==> src/rtl/gosm_defines.svh <==
/*
 * Constants for the pin output select block: register indices, field
 * positions, selector codes and bus response codes.
 * Assumes inclusion by its bare name from the design files.
 */
`ifndef GOSM_DEFINES_SVH
`define GOSM_DEFINES_SVH

// ----------------------------------------------------------------------
// register indices (byte address is four times the index)
// ----------------------------------------------------------------------
`define GOSM_IDX_PIN_DIRECTION 14'h0008
`define GOSM_IDX_PIN2_SRC_SEL 14'h0055
`define GOSM_IDX_SW_LEVELS 14'h0056
`define GOSM_IDX_POLARITY 14'h0057
`define GOSM_IDX_DIE_ID 14'h0058

// ----------------------------------------------------------------------
// field positions and reset values
// ----------------------------------------------------------------------
`define GOSM_BIT_PIN2 5
`define GOSM_BIT_MUTE 4
`define GOSM_BIT_PIN0 3
`define GOSM_BIT_PIN2_DIR 2
`define GOSM_SEL_MSB 4
`define GOSM_RST_BYTE 8'h00

// ----------------------------------------------------------------------
// pin two selector codes
// ----------------------------------------------------------------------
`define GOSM_SEL_OFF 5'h00
`define GOSM_SEL_DSP 5'h01
`define GOSM_SEL_REG 5'h02
`define GOSM_SEL_AMUTE_BOTH 5'h03
`define GOSM_SEL_AMUTE_L 5'h04
`define GOSM_SEL_AMUTE_R 5'h05
`define GOSM_SEL_CLK_INVALID 5'h06
`define GOSM_SEL_SDATA_OUT 5'h07
`define GOSM_SEL_ANA_MUTE_L 5'h08
`define GOSM_SEL_ANA_MUTE_R 5'h09
`define GOSM_SEL_PLL_LOCK 5'h0A
`define GOSM_SEL_CP_CLK 5'h0B
`define GOSM_SEL_OSC_DIV4 5'h11
`define GOSM_SEL_UNDERVOLT 5'h14
`define GOSM_SEL_OFFSET_CAL 5'h15
`define GOSM_SEL_CP_VALID_N 5'h1B

// ----------------------------------------------------------------------
// bus responses
// ----------------------------------------------------------------------
`define GOSM_RESP_OKAY 2'h0
`define GOSM_RESP_SLVERR 2'h2

`endif

==> src/rtl/gosm_pkg.sv <==
/*
 * Types for the pin output select block: routed flag bundle and the
 * complete registered state of the top module.
 * Assumes nothing of its surroundings.
 */
package gosm_pkg;

    // ------------------------------------------------------------------
    // internal signals that can be routed to pin two
    // ------------------------------------------------------------------
    typedef struct packed {
        logic dsp_pin2;
        logic automute_l;
        logic automute_r;
        logic clk_error;
        logic clk_changing;
        logic clk_missing;
        logic serial_audio_data_out;
        logic amute_l_n;
        logic amute_r_n;
        logic pll_lock;
        logic cp_clk;
        logic osc_clk_div4;
        logic undervoltage_flag;
        logic offset_cal;
        logic cp_valid_n;
    } gosm_flags_type;

    // ------------------------------------------------------------------
    // all state of the top module
    // ------------------------------------------------------------------
    typedef struct packed {
        logic awready;
        logic wready;
        logic bvalid;
        logic [1:0] bresp;
        logic arready;
        logic rvalid;
        logic [1:0] rresp;
        logic [31:0] rdata;
        logic aw_got;
        logic w_got;
        logic [15:0] waddr;
        logic [31:0] wdata;
        logic [3:0] wstrb;
        logic [7:0] pin2_output_source_select;
        logic [7:0] pin_software_output_levels;
        logic [7:0] pin_output_polarity;
        logic [7:0] pin_direction;
        logic general_pin_two;
        logic general_pin_two_oe;
        logic general_pin_zero;
        logic mute_pin;
    } gosm_state_type;

endpackage

==> src/rtl/gosm_top.sv <==
/*
 * Output routing for the general-purpose pins with an AXI4-Lite register
 * slave: pin two source selector, software levels, polarity, die id.
 * Assumes all inputs synchronous to i_mclk; the selectors of pin zero and
 * of the mute pin live outside and arrive as source plus register-code flag.
 */
// The implementer's own choice: register access over AXI4-Lite.
`timescale 1ns/100ps
`default_nettype none
`include "gosm_defines.svh"

module gosm_top
    import gosm_pkg::*;
#(
    parameter int ADDR_W = 12,
    // arbitrary neutral identification value
    parameter logic [7:0] DIE_ID = 8'h5A
) (
    input wire logic i_mclk,
    input wire logic i_rstn,
    input wire logic [ADDR_W-1:0] i_awaddr,
    input wire logic [2:0] i_awprot,
    input wire logic i_awvalid,
    output logic o_awready,
    input wire logic [31:0] i_wdata,
    input wire logic [3:0] i_wstrb,
    input wire logic i_wvalid,
    output logic o_wready,
    output logic [1:0] o_bresp,
    output logic o_bvalid,
    input wire logic i_bready,
    input wire logic [ADDR_W-1:0] i_araddr,
    input wire logic [2:0] i_arprot,
    input wire logic i_arvalid,
    output logic o_arready,
    output logic [31:0] o_rdata,
    output logic [1:0] o_rresp,
    output logic o_rvalid,
    input wire logic i_rready,
    input wire gosm_flags_type i_flags,
    input wire logic i_pin0_src,
    input wire logic i_pin0_reg_sel,
    input wire logic i_mute_src,
    input wire logic i_mute_reg_sel,
    output logic o_general_pin_two,
    output logic o_general_pin_two_oe,
    output logic o_general_pin_zero,
    output logic o_mute_pin
);

    // ------------------------------------------------------------------
    // elaboration checks
    // ------------------------------------------------------------------
    if (ADDR_W < 9 || ADDR_W > 16) begin : g_addr_check
        $error("ADDR_W must lie between 9 and 16");
    end

    gosm_state_type q;
    gosm_state_type d;

    // ------------------------------------------------------------------
    // helpers
    // ------------------------------------------------------------------
    function automatic logic [13:0] word_index(input logic [15:0] addr);
        word_index = addr[15:2];
    endfunction

    function automatic logic mapped(input logic [13:0] idx);
        mapped = (idx == `GOSM_IDX_PIN_DIRECTION) || (idx == `GOSM_IDX_PIN2_SRC_SEL) ||
                 (idx == `GOSM_IDX_SW_LEVELS) || (idx == `GOSM_IDX_POLARITY) ||
                 (idx == `GOSM_IDX_DIE_ID);
    endfunction

    function automatic logic [7:0] read_byte(input logic [13:0] idx, input gosm_state_type s);
        unique case (idx)
            `GOSM_IDX_PIN_DIRECTION: read_byte = s.pin_direction;
            `GOSM_IDX_PIN2_SRC_SEL: read_byte = s.pin2_output_source_select;
            `GOSM_IDX_SW_LEVELS: read_byte = s.pin_software_output_levels;
            `GOSM_IDX_POLARITY: read_byte = s.pin_output_polarity;
            `GOSM_IDX_DIE_ID: read_byte = DIE_ID;
            default: read_byte = `GOSM_RST_BYTE;
        endcase
    endfunction

    // pin two source multiplexer
    function automatic logic pin2_source(input logic [4:0] sel, input gosm_flags_type f,
                                         input logic sw_level);
        unique case (sel)
            `GOSM_SEL_OFF: pin2_source = 1'b0;
            `GOSM_SEL_DSP: pin2_source = f.dsp_pin2;
            `GOSM_SEL_REG: pin2_source = sw_level;
            `GOSM_SEL_AMUTE_BOTH: pin2_source = f.automute_l & f.automute_r;
            `GOSM_SEL_AMUTE_L: pin2_source = f.automute_l;
            `GOSM_SEL_AMUTE_R: pin2_source = f.automute_r;
            `GOSM_SEL_CLK_INVALID: pin2_source = f.clk_error | f.clk_changing | f.clk_missing;
            `GOSM_SEL_SDATA_OUT: pin2_source = f.serial_audio_data_out;
            `GOSM_SEL_ANA_MUTE_L: pin2_source = f.amute_l_n;
            `GOSM_SEL_ANA_MUTE_R: pin2_source = f.amute_r_n;
            `GOSM_SEL_PLL_LOCK: pin2_source = f.pll_lock;
            `GOSM_SEL_CP_CLK: pin2_source = f.cp_clk;
            `GOSM_SEL_OSC_DIV4: pin2_source = f.osc_clk_div4;
            `GOSM_SEL_UNDERVOLT: pin2_source = f.undervoltage_flag;
            `GOSM_SEL_OFFSET_CAL: pin2_source = f.offset_cal;
            `GOSM_SEL_CP_VALID_N: pin2_source = f.cp_valid_n;
            default: pin2_source = 1'b0;
        endcase
    endfunction

    // ------------------------------------------------------------------
    // next state
    // ------------------------------------------------------------------
    always_comb begin
        logic [13:0] widx;
        logic [13:0] ridx;
        logic [7:0] wbyte;
        widx = 14'h0000;
        ridx = 14'h0000;
        wbyte = `GOSM_RST_BYTE;
        d = q;

        // write channel: address and data accepted in either order
        if (q.bvalid && i_bready) begin
            d.bvalid = 1'b0;
        end
        if (i_awvalid && q.awready) begin
            d.aw_got = 1'b1;
            d.waddr = 16'(i_awaddr);
        end
        if (i_wvalid && q.wready) begin
            d.w_got = 1'b1;
            d.wdata = i_wdata;
            d.wstrb = i_wstrb;
        end
        if (d.aw_got && d.w_got && !d.bvalid) begin
            widx = word_index(d.waddr);
            wbyte = d.wdata[7:0];
            d.aw_got = 1'b0;
            d.w_got = 1'b0;
            d.bvalid = 1'b1;
            d.bresp = mapped(widx) ? `GOSM_RESP_OKAY : `GOSM_RESP_SLVERR;
            if (d.wstrb[0]) begin
                unique case (widx)
                    `GOSM_IDX_PIN_DIRECTION: d.pin_direction = wbyte;
                    `GOSM_IDX_PIN2_SRC_SEL: d.pin2_output_source_select = wbyte;
                    `GOSM_IDX_SW_LEVELS: d.pin_software_output_levels = wbyte;
                    `GOSM_IDX_POLARITY: d.pin_output_polarity = wbyte;
                    default: ;
                endcase
            end
        end
        d.awready = !d.aw_got && !d.bvalid;
        d.wready = !d.w_got && !d.bvalid;

        // read channel
        if (q.rvalid && i_rready) begin
            d.rvalid = 1'b0;
        end
        if (i_arvalid && q.arready) begin
            ridx = word_index(16'(i_araddr));
            d.rvalid = 1'b1;
            d.rdata = {24'h000000, read_byte(ridx, q)};
            d.rresp = mapped(ridx) ? `GOSM_RESP_OKAY : `GOSM_RESP_SLVERR;
        end
        d.arready = !d.rvalid;

        // pin outputs: select, then invert; pin two enable taken straight from the direction bit
        d.general_pin_two = pin2_source(q.pin2_output_source_select[`GOSM_SEL_MSB:0], i_flags,
                                        q.pin_software_output_levels[`GOSM_BIT_PIN2])
                            ^ q.pin_output_polarity[`GOSM_BIT_PIN2];
        d.general_pin_two_oe = q.pin_direction[`GOSM_BIT_PIN2_DIR];
        d.general_pin_zero = (i_pin0_reg_sel ? q.pin_software_output_levels[`GOSM_BIT_PIN0]
                              : i_pin0_src) ^ q.pin_output_polarity[`GOSM_BIT_PIN0];
        d.mute_pin = (i_mute_reg_sel ? q.pin_software_output_levels[`GOSM_BIT_MUTE]
                      : i_mute_src) ^ q.pin_output_polarity[`GOSM_BIT_MUTE];
    end

    // ------------------------------------------------------------------
    // state register
    // ------------------------------------------------------------------
    always_ff @(posedge i_mclk or negedge i_rstn) begin
        if (!i_rstn) begin
            q <= '0;
        end else begin
            q <= d;
        end
    end

    // ------------------------------------------------------------------
    // outputs
    // ------------------------------------------------------------------
    assign o_awready = q.awready;
    assign o_wready = q.wready;
    assign o_bresp = q.bresp;
    assign o_bvalid = q.bvalid;
    assign o_arready = q.arready;
    assign o_rdata = q.rdata;
    assign o_rresp = q.rresp;
    assign o_rvalid = q.rvalid;
    assign o_general_pin_two = q.general_pin_two;
    assign o_general_pin_two_oe = q.general_pin_two_oe;
    assign o_general_pin_zero = q.general_pin_zero;
    assign o_mute_pin = q.mute_pin;

endmodule // gosm_top

`default_nettype wire

==> config.mk <==
export PLATFORM = sky130hd
export DESIGN_NAME = gosm_top
export DESIGN_NICKNAME = d
export VERILOG_FILES = /design/src/rtl/gosm_pkg.sv /design/src/rtl/gosm_top.sv
export VERILOG_INCLUDE_DIRS = /design/src /design/src/rtl
export SDC_FILE = /design/constraint.sdc
export NUM_CORES = 1
export LEC_CHECK = 0
export ABC_CLOCK_PERIOD_IN_PS = 2500
export BUFFER_PORTS_ARGS = -buffer_cell sky130_fd_sc_hd__buf_4
export CAP_MARGIN = 25
export CORE_MARGIN = 2
export CORE_UTILIZATION = 51
export CTS_BUF_LIST = sky130_fd_sc_hd__clkbuf_4
export CTS_CLUSTER_SIZE = 30
export DETAILED_ROUTE_END_ITERATION = 12
export PLACE_DENSITY = 0.87
export SLEW_MARGIN = 30
export SYNTH_ARGS = -nofsm -noshare
export SYNTH_HDL_FRONTEND = slang
export SYNTH_SLANG_ARGS = --single-unit
==> constraint.sdc <==
create_clock -name i_mclk -period 2.5 [get_ports i_mclk]
set_input_delay 0.625 -clock i_mclk [delete_from_list [all_inputs] [get_ports i_mclk]]
set_output_delay 0.625 -clock i_mclk [all_outputs]
set_load 0.02 [all_outputs]
==> summary.md, run 1 <==
| Metric | Value |
|---|---|
| Status | completed |
| H-Tree Depth | 3 |
| Worst Hold Class | input port to asynchronous set/reset pin |
| Reg2Reg Setup Slack | about 0.28 ns |
| Design area | between 4000 and 5000 µm² |
| Via density | 5.29 |
| Core area | about 7200 µm² |
| CTS clock-pin slew for the worst setup and hold paths | about 0.12 ns |
| Routed WL per cell | between 15 and 20 µm |
| Worst-Margin Slew | just under 0.6 ns |
| Post_cts resized | 0 |
| Yosys warning total | 0 |
| Worst-case clock buffer depth | 2 |
| Leading area contributor after synthesis | dfrtp_1 |
| Gate power share | ~29% |
| Die ar. | 8010 µm² |
| Routed wl met3 | between 500 and 600 µm |
| Clock sinks | 76 |
| I/O Buffers | 73 |
| WL final | slightly below 8 mm |
| Initial detailed-routing violation count | roughly 190 |
| CP cell instances | buf_4, or4b_1, or4_1, a211oi_2, nand2_2, mux2_2 |
| Share of post-route cells with drive strength above 1 | between 30% and 40% |
| Metal2 WL | 4.01 mm |
| Syn avg cell area | 11.0 µm² |
| First-pass GRT wire length | approximately 13 mm |
| Relative slew slack | between 60% and 70% |
| Seq/Total Area, Yosys | about 51% |
| CTS buffer count | 9 |
| PD cells | 764 nW/µm² |
| Starting density of the core | 52.0% |
| Post-Syn Instances | 338 |
| Routed Antenna Nets | 0 |
| Sw power | 1.12 mW |
| Sequential power share | 47.3% |
| Most frequent cells in the layout | buf_4 (84), dfrtp_1 (76), mux2_2 (44) |
| Vias in the first global route | 2760 |
| Final period util | 91.4% |
| #FFs+latches synth | 76 |
| Nets | between 500 and 600 |
| Peak VDD IR | ~0.00046 V |
| Async set-or-reset flop fraction in the synthesized netlist | 100% |
| CP Capture Type | register |
| Die Y | 89.5 µm |
| Final setup skew | 0.0125 ns |
| Layout fillers | 594 |
| CP max stage delay | 0.54 ns |
| Post-DP HPWL | 5.85 mm |
| Final Max Tran Viols | 0 |
| GRT Overall Usage | around a fifth |
| Highest metal used | met4 |
| Die W | 89.5 µm |
| Static Leakage | 2.25 nW |
| CP max-delay cell | or4b_1 |
| Routability cong. | approximately 0.9 |
| Residual DRC | 0 |
| Synth top area cells | dfrtp_1 (51%), mux2_2 (13%), buf_4 (7.2%), nand2_1 (3.1%), mux2i_1 (2.1%) |
| Worst hold margin | 0.195 ns |
| CP Class | input port to register |
| Final Critical Period | 2.28 ns |
| Fmax | 438 MHz |
| Cell Area, Synth | between 3000 and 4000 µm² |
| CP arrival | roughly 2.6 ns |
| CTS tree | built |
| MaxCap Viol Count | 0 |
| Largest net degree at the start of global routing | between 40 and 50 |
| Area after DPL | 4290 µm² |
| Via count of the routed design | 2737 |
| Top cell type's share of synthesized area | 51.0% |
| Diodes inserted | 0 |
| Initial antenna violation count | 0 |
| # hold bufs at CTS | 0 |
| Clock root cell | clkbuf_4 |
| GRT overflow | 0 |
| TritonRoute pass-1 iters | 4 |
| Most used DFF post-synth | dfrtp_1 |
| Clock latency on the worst-skew pair | 0.41 ns |
| M1 wire length | 3.18 mm |
| EDFF count, synth | 0 |
| Commonest non-fill, non-tap cell in the layout | buf_4 |
| CP required | 2.80 ns |
| P_int | about 2.3 mW |
| Unrepaired setup endpoints after global routing | no |
| Post-CTS Setup Inserts | 0 |
| Switching share of power | 33.0% |
| Largest fanout on the critical path | 8 |
| Row count | 31 |
| Io pins | 137 |
| Layout area overhead | 19.3% |
| Distinct cells, synth | 45 |
| Final hold vios | 0 |
| Crit start category | input port |
| Clock Power Share | about a quarter |
| Final setup viols | 0 |
==> final cells by class <==
cell class	count	area, µm²	share of cell area, %
sequential	76	1900	42.8
multi-input combinational	232	1580	35.5
timing repair buffer	85	651	14.6
tap	99	124	2.79
clock inverter	7	91.3	2.05
clock buffer	9	67.6	1.52
inverter	9	33.8	0.760
==> synth_stat cells, types with 4 or more instances <==
library cell and count:
a221oi_1 4, dfrtp_1 76, a22oi_1 9, a211oi_1 4, nor2b_1 4, nor2_1 20, a22o_1 5, and2_1 8
inv_1 9, nand2_1 31, nor4_1 4, a21oi_1 12, mux2_2 44, buf_4 36, o21ai_0 13, nand3_1 5
clkbuf_1 7, mux2i_1 8
==> kinds of logic (layout without fill, tap and decap cells) <==
| group | after synthesis | count (layout) | synth area share, % |
|---|---|---|---|
| AND/OR/NAND/NOR | 94 | 94 | 13.3 |
| buffers and inverters | 55 | 110 | 9.19 |
| multiplexers | 52 | 52 | 15.4 |
| AO/OA/AOI/OAI | 57 | 57 | 10.2 |
| XOR/XNOR | 3 | 3 | 0.705 |
| other | 1 | 26 | 0.101 |
| flip-flops | 76 | 76 | 51.0 |
==> per-layer routing <==
metal	vias up	track usage, %
met5	-	0
met3	14	4.16
met2	106	35.6
met4	0	9.63
li1	1291	-
met1	1326	26.9
==> critical path, delay by kind of cell <==
family                 cells  cell delay [ns]
AOI/OAI and AO/OA          1             0.32
buffers and inverters      1             0.11
and+or+nand+nor            3             1.20
muxes                      1             0.32
==> final timing paths <==
| check | startpoint | endpoint | cells after the start |
|---|---|---|---|
| worst max register to register | o_awready$_DFF_PN0_ | q[26]$_DFFE_PN0P_ | 6 |
| worst max-delay path | i_awaddr[3] | q[11]$_DFFE_PN0P_ | 6 |
| worst min-delay path | i_rstn | q[83]$_DFF_PN0_ | 1 |
| max in group asynchronous | i_rstn | q[31]$_DFFE_PN0P_ | 2 |
| worst min register to register | d[2]$_DFFE_PN0P_ | o_general_pin_two_oe$_DFF_PN0_ | 0 |
| min in group i_mclk | i_awaddr[10] | q[82]$_DFF_PN0_ | 3 |
==> power groups by stage <==
stage,registers [mW],logic [mW],clock network (mW)
CTS,1.61,0.976,0.842
floorplan,1.62,0.644,0
global placement,1.61,0.931,0
global route,1.64,1.08,0.897
finish,1.61,0.971,0.819
detailed placement,1.63,0.973,0
==> stage by stage <==
step / setup TNS [ns] / total power, mW / util, % / worst slack, ns / std cells
after detailed placement: -1.54 / 2.60 / 59.8 / -0.197 / 501
final: 0 / 3.40 / 62.0 / 0.215 / 517
after floorplan: 0 / 2.27 / - / 0.0824 / 363
after global placement: -1.46 / 2.54 / 59.8 / -0.180 / 501
after global routing: 0 / 3.62 / 62.0 / 0.144 / 517
after CTS: 0 / 3.42 / 62.0 / 0.252 / 517
==> registers in the layout, summed over array words and instances, names as in the netlist <==
name / cells
o_awready: 1
o_bvalid: 1
o_mute_pin: 1
o_rresp: 1
o_bresp: 1
o_general_pin_two: 1
o_general_pin_two_oe: 1
q: 56
o_rvalid: 1
o_wready: 1
d: 1
o_rdata: 8
o_general_pin_zero: 1
o_arready: 1
Note: power is estimated with default switching activity, not from simulation.
==> run 2, diff against run 1 <==
--- a/config.mk
+++ b/config.mk
@@ -7,15 +7,16 @@
 export NUM_CORES = 1
 export LEC_CHECK = 0
 export ABC_CLOCK_PERIOD_IN_PS = 2500
-export BUFFER_PORTS_ARGS = -buffer_cell sky130_fd_sc_hd__buf_4
 export CAP_MARGIN = 25
 export CORE_MARGIN = 2
-export CORE_UTILIZATION = 51
+export CORE_UTILIZATION = 60
 export CTS_BUF_LIST = sky130_fd_sc_hd__clkbuf_4
 export CTS_CLUSTER_SIZE = 30
 export DETAILED_ROUTE_END_ITERATION = 12
-export PLACE_DENSITY = 0.87
+export DONT_BUFFER_PORTS = 1
+export PLACE_DENSITY = 0.81
 export SLEW_MARGIN = 30
 export SYNTH_ARGS = -nofsm -noshare
 export SYNTH_HDL_FRONTEND = slang
 export SYNTH_SLANG_ARGS = --single-unit
+export TNS_END_PERCENT = 1
==> run 2 against run 1 <==
  * First-iteration DRC count fell by 9.4%
  * Sequential cell count did not move
  * Register-to-register slack got worse by 0.06 ns
  * Maximum frequency rose by 0.14%
  * Wire length fell by 8.5%
  * Sequential share of layout area rose by 6.1 points
  * Clock power rose by 27%
==> summary.md, run 2 (synthesized netlist as in run 1, its figures left out) <==
| Metric | Value |
|---|---|
| I/O Buffers | 0 (was 73) |
| Peak VDD IR | 0.000762 V (was 0.000463 V) |
| Worst-Margin Slew | 0.535 ns (was 0.582 ns) |
| Register area | 1900 µm² (unchanged) |
| Met2 GRT Util | 34.5% (was 35.6%) |
| Share of post-route cells with drive strength above 1 | 21.1% (was 35.6%) |
| Residual DRC | 0 (unchanged) |
| Worst-case clock buffer depth | 2 (unchanged) |
| Initial detailed-routing violation count | 173 (was 191) |
| # hold bufs at CTS | 1 (was 0) |
| Starting density of the core | 62.6% (was 52.0%) |
| Setup TNS | 0 ns (unchanged) |
| CTS tree | built (unchanged) |
| Via count of the routed design | 2453 (was 2737) |
| Nets | 428 (was 505) |
| Clock Power Share | 30.1% (was 24.1%) |
| Routed WL per cell | 17.3 µm (was 15.2 µm) |
| CP Capture Type | register (unchanged) |
| Total Power | 3.44 mW (was 3.40 mW) |
| Beginning of the worst register-to-register path | o_awready$_DFF_PN0_ (unchanged) |
| Fmax | 438 MHz (about the same) |
| Grt met3 use | 5.57% (was 4.16%) |
| Worst r2r dst | q[35]$_DFFE_PN0P_ (was q[26]$_DFFE_PN0P_) |
| CTS buffer count | 9 (unchanged) |
| Die Y | 82.8 µm (was 89.5 µm) |
| Sequential power share | 48.4% (was 47.3%) |
| CP Class | register to register (was input port to register) |
| Clock root cell | clkbuf_4 (unchanged) |
| GRT Overall Usage | 21.3% (about the same) |
| CP required | 2.80 ns (about the same) |
| Max FFs per register | 56 (unchanged) |
| Unrepaired setup endpoints after global routing | no (unchanged) |
| WL final | 7.20 mm (was 7.86 mm) |
| Final hold vios | 0 (unchanged) |
| First-pass GRT wire length | 11.6 mm (was 12.9 mm) |
| CTS clock-pin slew for the worst setup and hold paths | 0.12 ns (about the same) |
| Io pins | 137 (unchanged) |
| Via density | 5.90 (was 5.29) |
| Routability cong. | 0.857 (was 0.897) |
| Switching share of power | 30.6% (was 33.0%) |
| Commonest non-fill, non-tap cell in the layout | dfrtp_1 (was buf_4) |
| Status | completed (unchanged) |
| Relative slew slack | 64.0% (was 60.8%) |
| H-Tree Depth | 3 (unchanged) |
| Layout area overhead | 4.43% (was 19.3%) |
| Final setup viols | 0 (unchanged) |
| Multi-input gate area | 1580 µm² (unchanged) |
| Vias in the first global route | 2368 (was 2760) |
| GRT overflow | 0 (unchanged) |
| Die ar. | 6860 µm² (was 8010 µm²) |
| Die W | 82.8 µm (was 89.5 µm) |
| Static Leakage | 1.91 nW (was 2.25 nW) |
| PD cells | 884 nW/µm² (was 764 nW/µm²) |
| Final Critical Period | 2.28 ns (about the same) |
| Largest net degree at the start of global routing | 77 (was 43) |
| Worst Hold Class | input port to asynchronous set/reset pin (unchanged) |
| TritonRoute pass-1 iters | 4 (unchanged) |
| Row count | 28 (was 31) |
| Most frequent cells in the layout | dfrtp_1 (76), mux2_2 (44), nand2_1 (31) (was buf_4 (84), dfrtp_1 (76), mux2_2 (44)) |
| Largest fanout on the critical path | 11 (was 8) |
| Post-CTS Setup Inserts | 0 (unchanged) |
| Final period util | 91.3% (was 91.4%) |
| Reg2Reg Setup Slack | 0.22 ns (was 0.28 ns) |
| Met1 GRT Util | 27.0% (was 26.9%) |
| Post_cts resized | 0 (unchanged) |
| Clock sinks | 76 (unchanged) |
| R2R cell count | 6 (unchanged) |
| Grt peak-use layer | met2 (unchanged) |
| Final setup skew | 0.0132 ns (was 0.0125 ns) |
| MaxCap Viol Count | 0 (unchanged) |
| Clock latency on the worst-skew pair | 0.41 ns (about the same) |
| P_int | 2.39 mW (was 2.28 mW) |
| Post-DP HPWL | 5.11 mm (was 5.85 mm) |
| Gate power share | 21.5% (was 28.6%) |
| Final Max Tran Viols | 0 (unchanged) |
| Layout fillers | 457 (was 594) |
| Diodes inserted | 0 (unchanged) |
| Routed Antenna Nets | 0 (unchanged) |
| Design area | 3890 µm² (was 4450 µm²) |
| Area after DPL | 3660 µm² (was 4290 µm²) |
| Crit start category | register (was input port) |
| Core area | 5960 µm² (was 7180 µm²) |
| Initial antenna violation count | 0 (unchanged) |
| Biggest register | q (unchanged) |
| Sw power | 1.05 mW (was 1.12 mW) |
| CP arrival | 2.58 ns (about the same) |
run 2: cell count changes in the layout (fill, tap and decap cells not counted):
cell / previous run / this run
buf_4: 84 / 7
clkinvlp_4: 3 / 0
bufinv_16: 2 / 4
clkbuf_4: 9 / 11
buf_12: 1 / 0
buf_16: 0 / 1
clkinv_2: 1 / 0
run 2: through the flow:
step | cells | util (%) | worst slack [ns] | hold WS [ns]
finish | 416 | 65.4 | 0.219 | 0.0975
global route | 416 | 65.4 | 0.0175 | 0.0853
CTS | 416 | 65.4 | 0.242 | 0.0863
detailed placement | 399 | 61.4 | -0.0667 | 0.332
global placement | 399 | 61.4 | -0.0548 | 0.332
floorplan | 363 | - | 0.0824 | 0.329
run 2: critical path, stage by stage (launching register included):
cell and delay [ns]:
dfrtp_1 0.46, and2_1 0.39, a21oi_1 0.17, a211oi_1 0.24, buf_4 0.17, nand4b_2 0.34, mux2_2 0.39
run 2: worst max-delay path by stage:
stage,from,end,slack (ns),cells after the start
2_1_floorplan,i_awaddr[3],d[2]$_DFFE_PN0P_,0.08,5
5_1_grt,o_awready$_DFF_PN0_,q[33]$_DFFE_PN0P_,0.02,6
6_report,o_awready$_DFF_PN0_,q[35]$_DFFE_PN0P_,0.22,6
4_1_cts,o_awready$_DFF_PN0_,q[35]$_DFFE_PN0P_,0.24,6
3_3_place_gp,i_awaddr[3],q[5]$_DFFE_PN0P_,-0.05,5
3_5_place_dp,i_awaddr[3],q[8]$_DFFE_PN0P_,-0.07,5
run 2: layout make-up:
cell class / count / area share, %
clock buffers: 11 / 2.12
multi-input cells: 232 / 40.5
repair buffers: 8 / 2.06
clock inverters: 5 / 3.18
well taps: 75 / 2.41
inverters: 9 / 0.868
flip-flops and latches: 76 / 48.8
run 2: per-layer routing:
metal,vias to the layer above,share of wire [%]
met5,-,0
met4,0,2.2
met3,16,7.4
met2,110,49
met1,1187,41
li1,1140,-
run 2: power by group through the flow:
| stage | Combinational [mW] | Clock, mW | Sequential (mW) |
|---|---|---|---|
| 3_3_place_gp | 0.683 | 0 | 1.68 |
| 5_1_grt | 0.828 | 1.10 | 1.69 |
| 6_report | 0.740 | 1.04 | 1.67 |
| 2_1_floorplan | 0.644 | 0 | 1.62 |
| 4_1_cts | 0.744 | 1.05 | 1.67 |
| 3_5_place_dp | 0.712 | 0 | 1.69 |
==> run 3, diff against run 2 <==
--- a/config.mk
+++ b/config.mk
@@ -11,6 +11,7 @@
 export CORE_MARGIN = 2
 export CORE_UTILIZATION = 60
 export CTS_BUF_LIST = sky130_fd_sc_hd__clkbuf_4
+export CTS_CLUSTER_DIAMETER = 80
 export CTS_CLUSTER_SIZE = 30
 export DETAILED_ROUTE_END_ITERATION = 12
 export DONT_BUFFER_PORTS = 1
==> constraint.sdc (replaced) <==
create_clock -name i_mclk -period 2.5 [get_ports i_mclk]
set_input_delay 0 -clock i_mclk [delete_from_list [all_inputs] [get_ports i_mclk]]
set_output_delay 0 -clock i_mclk [all_outputs]
set_load 0.02 [all_outputs]
==> run 3 against run 2 <==
  * Via count is 9.1% higher
  * Core utilization is 4.2 points higher
  * Clock skew is 0.010 ns higher
  * Final cell count is 7.9% higher
  * Combinational power is 14% higher
  * Largest power group unchanged
  * Register-to-register slack hardly changed
  * Sequential cell count stayed put
  * Die area stayed put
  * Total power is 8.3% lower
==> summary.md, run 3 (synthesized netlist as in run 1, its figures left out) <==
| Metric | Value |
|---|---|
| Crit start category | register (unchanged) |
| CTS clock-pin slew for the worst setup and hold paths | 0.13 ns (was 0.12 ns) |
| Largest fanout on the critical path | 10 (was 11) |
| CP required | 2.81 ns (was 2.80 ns) |
| CP max-delay cell | dfrtp_1 (unchanged) |
| Relative slew slack | 64.2% (was 64.0%) |
| Setup TNS | 0 ns (unchanged) |
| First-pass GRT wire length | 13.4 mm (was 11.6 mm) |
| Placed insts | 397 (was 399) |
| H-Tree Depth | 3 (unchanged) |
| Diodes inserted | 0 (unchanged) |
| CP Launch Point | o_awready$_DFF_PN0_ (unchanged) |
| Worst-case clock buffer depth | 2 (unchanged) |
| Max FFs per register | 56 (unchanged) |
| Static Leakage | 2.02 nW (was 1.91 nW) |
| Fmax | 438 MHz (about the same) |
| Clock sinks | 76 (unchanged) |
| Die ar. | 6860 µm² (unchanged) |
| GRT overflow | 0 (unchanged) |
| Final hold vios | 0 (unchanged) |
| Unrepaired setup endpoints after global routing | no (unchanged) |
| Io pins | 137 (unchanged) |
| WL final | 8.12 mm (was 7.20 mm) |
| Initial detailed-routing violation count | 141 (was 173) |
| Clock latency on the worst-skew pair | 0.43 ns (was 0.41 ns) |
| Die W | 82.8 µm (unchanged) |
| Clock root cell | clkbuf_4 (unchanged) |
| Layout fillers | 459 (was 457) |
| CTS buffer count | 9 (unchanged) |
| Worst hold margin | 0.00451 ns (was 0.0975 ns) |
| Share of post-route cells with drive strength above 1 | 19.0% (was 21.1%) |
| I/O Buffers | 0 (unchanged) |
| CP Capture Type | register (unchanged) |
| MaxCap Viol Count | 0 (unchanged) |
| CTS tree | built (unchanged) |
| PD cells | 762 nW/µm² (was 884 nW/µm²) |
| Final Max Tran Viols | 0 (unchanged) |
| CP Class | register to register (unchanged) |
| Biggest register | q (unchanged) |
| Routed Antenna Nets | 0 (unchanged) |
| Final Critical Period | 2.28 ns (about the same) |
| Residual DRC | 0 (unchanged) |
| Final setup viols | 0 (unchanged) |
| Routed WL per cell | 18.1 µm (was 17.3 µm) |
| Final setup skew | 0.0233 ns (was 0.0132 ns) |
| Nets | 461 (was 428) |
| Peak VDD IR | 0.000640 V (was 0.000762 V) |
| Layout area overhead | 11.1% (was 4.43%) |
| Hold Startpoint | i_awvalid |
| Row count | 28 (unchanged) |
| Final core occ | 69.6% (was 65.4%) |
| Via density | 5.96 (was 5.90) |
| Via count of the routed design | 2677 (was 2453) |
| GRT Overall Usage | 24.5% (was 21.3%) |
| Worst-Margin Slew | 0.532 ns (was 0.535 ns) |
| Most frequent cells in the layout | dfrtp_1 (76), mux2_2 (44), dlygate4sd3_1 (35) (was dfrtp_1 (76), mux2_2 (44), nand2_1 (31)) |
| Worst Hold Class | input port to register (was input port to asynchronous set/reset pin) |
| TritonRoute pass-1 iters | 4 (unchanged) |
| Post-DP HPWL | 5.19 mm (was 5.11 mm) |
| CP arrival | 2.59 ns (was 2.58 ns) |
| Final Non-Filler Cells | 449 (was 416) |
| CP max stage delay | 0.48 ns (was 0.46 ns) |
| Vias in the first global route | 2835 (was 2368) |
| Post-CTS Setup Inserts | 0 (unchanged) |
| CP cell instances | nand2_1, buf_4, mux2i_1, inv_1, nor2_1, nand4b_4, mux2_2 (was and2_1, a21oi_1, a211oi_1, buf_4, nand4b_2, mux2_2) |
| Total Power | 3.16 mW (was 3.44 mW) |
| Beginning of the worst register-to-register path | o_awready$_DFF_PN0_ (unchanged) |
| Final period util | 91.4% (was 91.3%) |
| Status | completed (unchanged) |
| Starting density of the core | 62.6% (unchanged) |
| Die Y | 82.8 µm (unchanged) |
| Commonest non-fill, non-tap cell in the layout | dfrtp_1 (unchanged) |
| Core area | 5960 µm² (unchanged) |
| Initial antenna violation count | 0 (unchanged) |
| Largest net degree at the start of global routing | 77 (unchanged) |
| Routability cong. | 0.864 (was 0.857) |
run 3: changes by cell type in the layout (fill, tap and decap cells not counted), sizes merged:
cell         delta
clkinv          +3
clkinvlp        +2
inv             +1
dlygate4sd3    +35
bufinv          -4
buf             -2
clkbuf          -2
run 3: path summary, 6_finish.rpt:
| kind | end | slack [ns] | cells after the start |
|---|---|---|---|
| max | q[33]$_DFFE_PN0P_ | 0.22 | 7 |
| min | q[80]$_DFF_PN0_ | 0.005 | 3 |
| max reg2reg | q[33]$_DFFE_PN0P_ | 0.22 | 7 |
| min reg2reg | o_general_pin_two_oe$_DFF_PN0_ | 0.40 | 0 |
| max in group asynchronous | o_bvalid$_DFF_PN0_ | 2.08 | 2 |
| min in group asynchronous | q[74]$_DFF_PN0_ | 0.11 | 2 |
run 3: timing repair:
| item | 4_1_cts | 5_1_grt |
|---|---|---|
| endpoints found under the hold margin | 147 | 0 |
| hold buffers | 36 | 0 |
| resized for setup | 0 | 2 |
| endpoints found under the setup margin | 0 | 24 |
run 3: routing by layer:
layer  track usage (%)  part of all wire (%)  up-vias  wire length [µm]
met5                 0                     0        -                 0
met4              14.0                   4.1        0               331
met2              40.4                    51      117              4120
li1                  -                     -     1204                 -
met3              6.56                   5.9       35               477
met1              28.9                    39     1321              3180
run 3: worst max-delay path: cells and delay by family, from the launching register on:
kind | cells | cell delay (ns)
multiplexers | 2 | 0.62
flip-flops | 1 | 0.48
buffers and inverters | 2 | 0.34
AND/OR/NAND/NOR | 3 | 0.72
run 3: area by class of cell:
type	instances	area (µm²)	area share, %
Timing Repair Buffer	41	415	10.0
Multi-Input combinational cell	232	1590	38.3
Clock buffer	9	67.6	1.63
Clock inverter	7	42.5	1.03
Tap cell	75	93.8	2.27
Inverter	9	33.8	0.815
Sequential cell	76	1900	45.9
run 3: power by group:
group / total [mW] / internal, mW / switching, mW
sequential: 1.67 / 1.47 / 0.207
combinational: 0.844 / 0.362 / 0.482
clock: 0.638 / 0.199 / 0.439
run 3: through the flow:
stage,area (µm²),setup WS (ns)
6_report,4140,0.216
5_1_grt,4140,0.0512
4_1_cts,4130,0.0806
3_5_place_dp,3640,0.113
3_3_place_gp,3640,0.0875
2_1_floorplan,3820,0.367
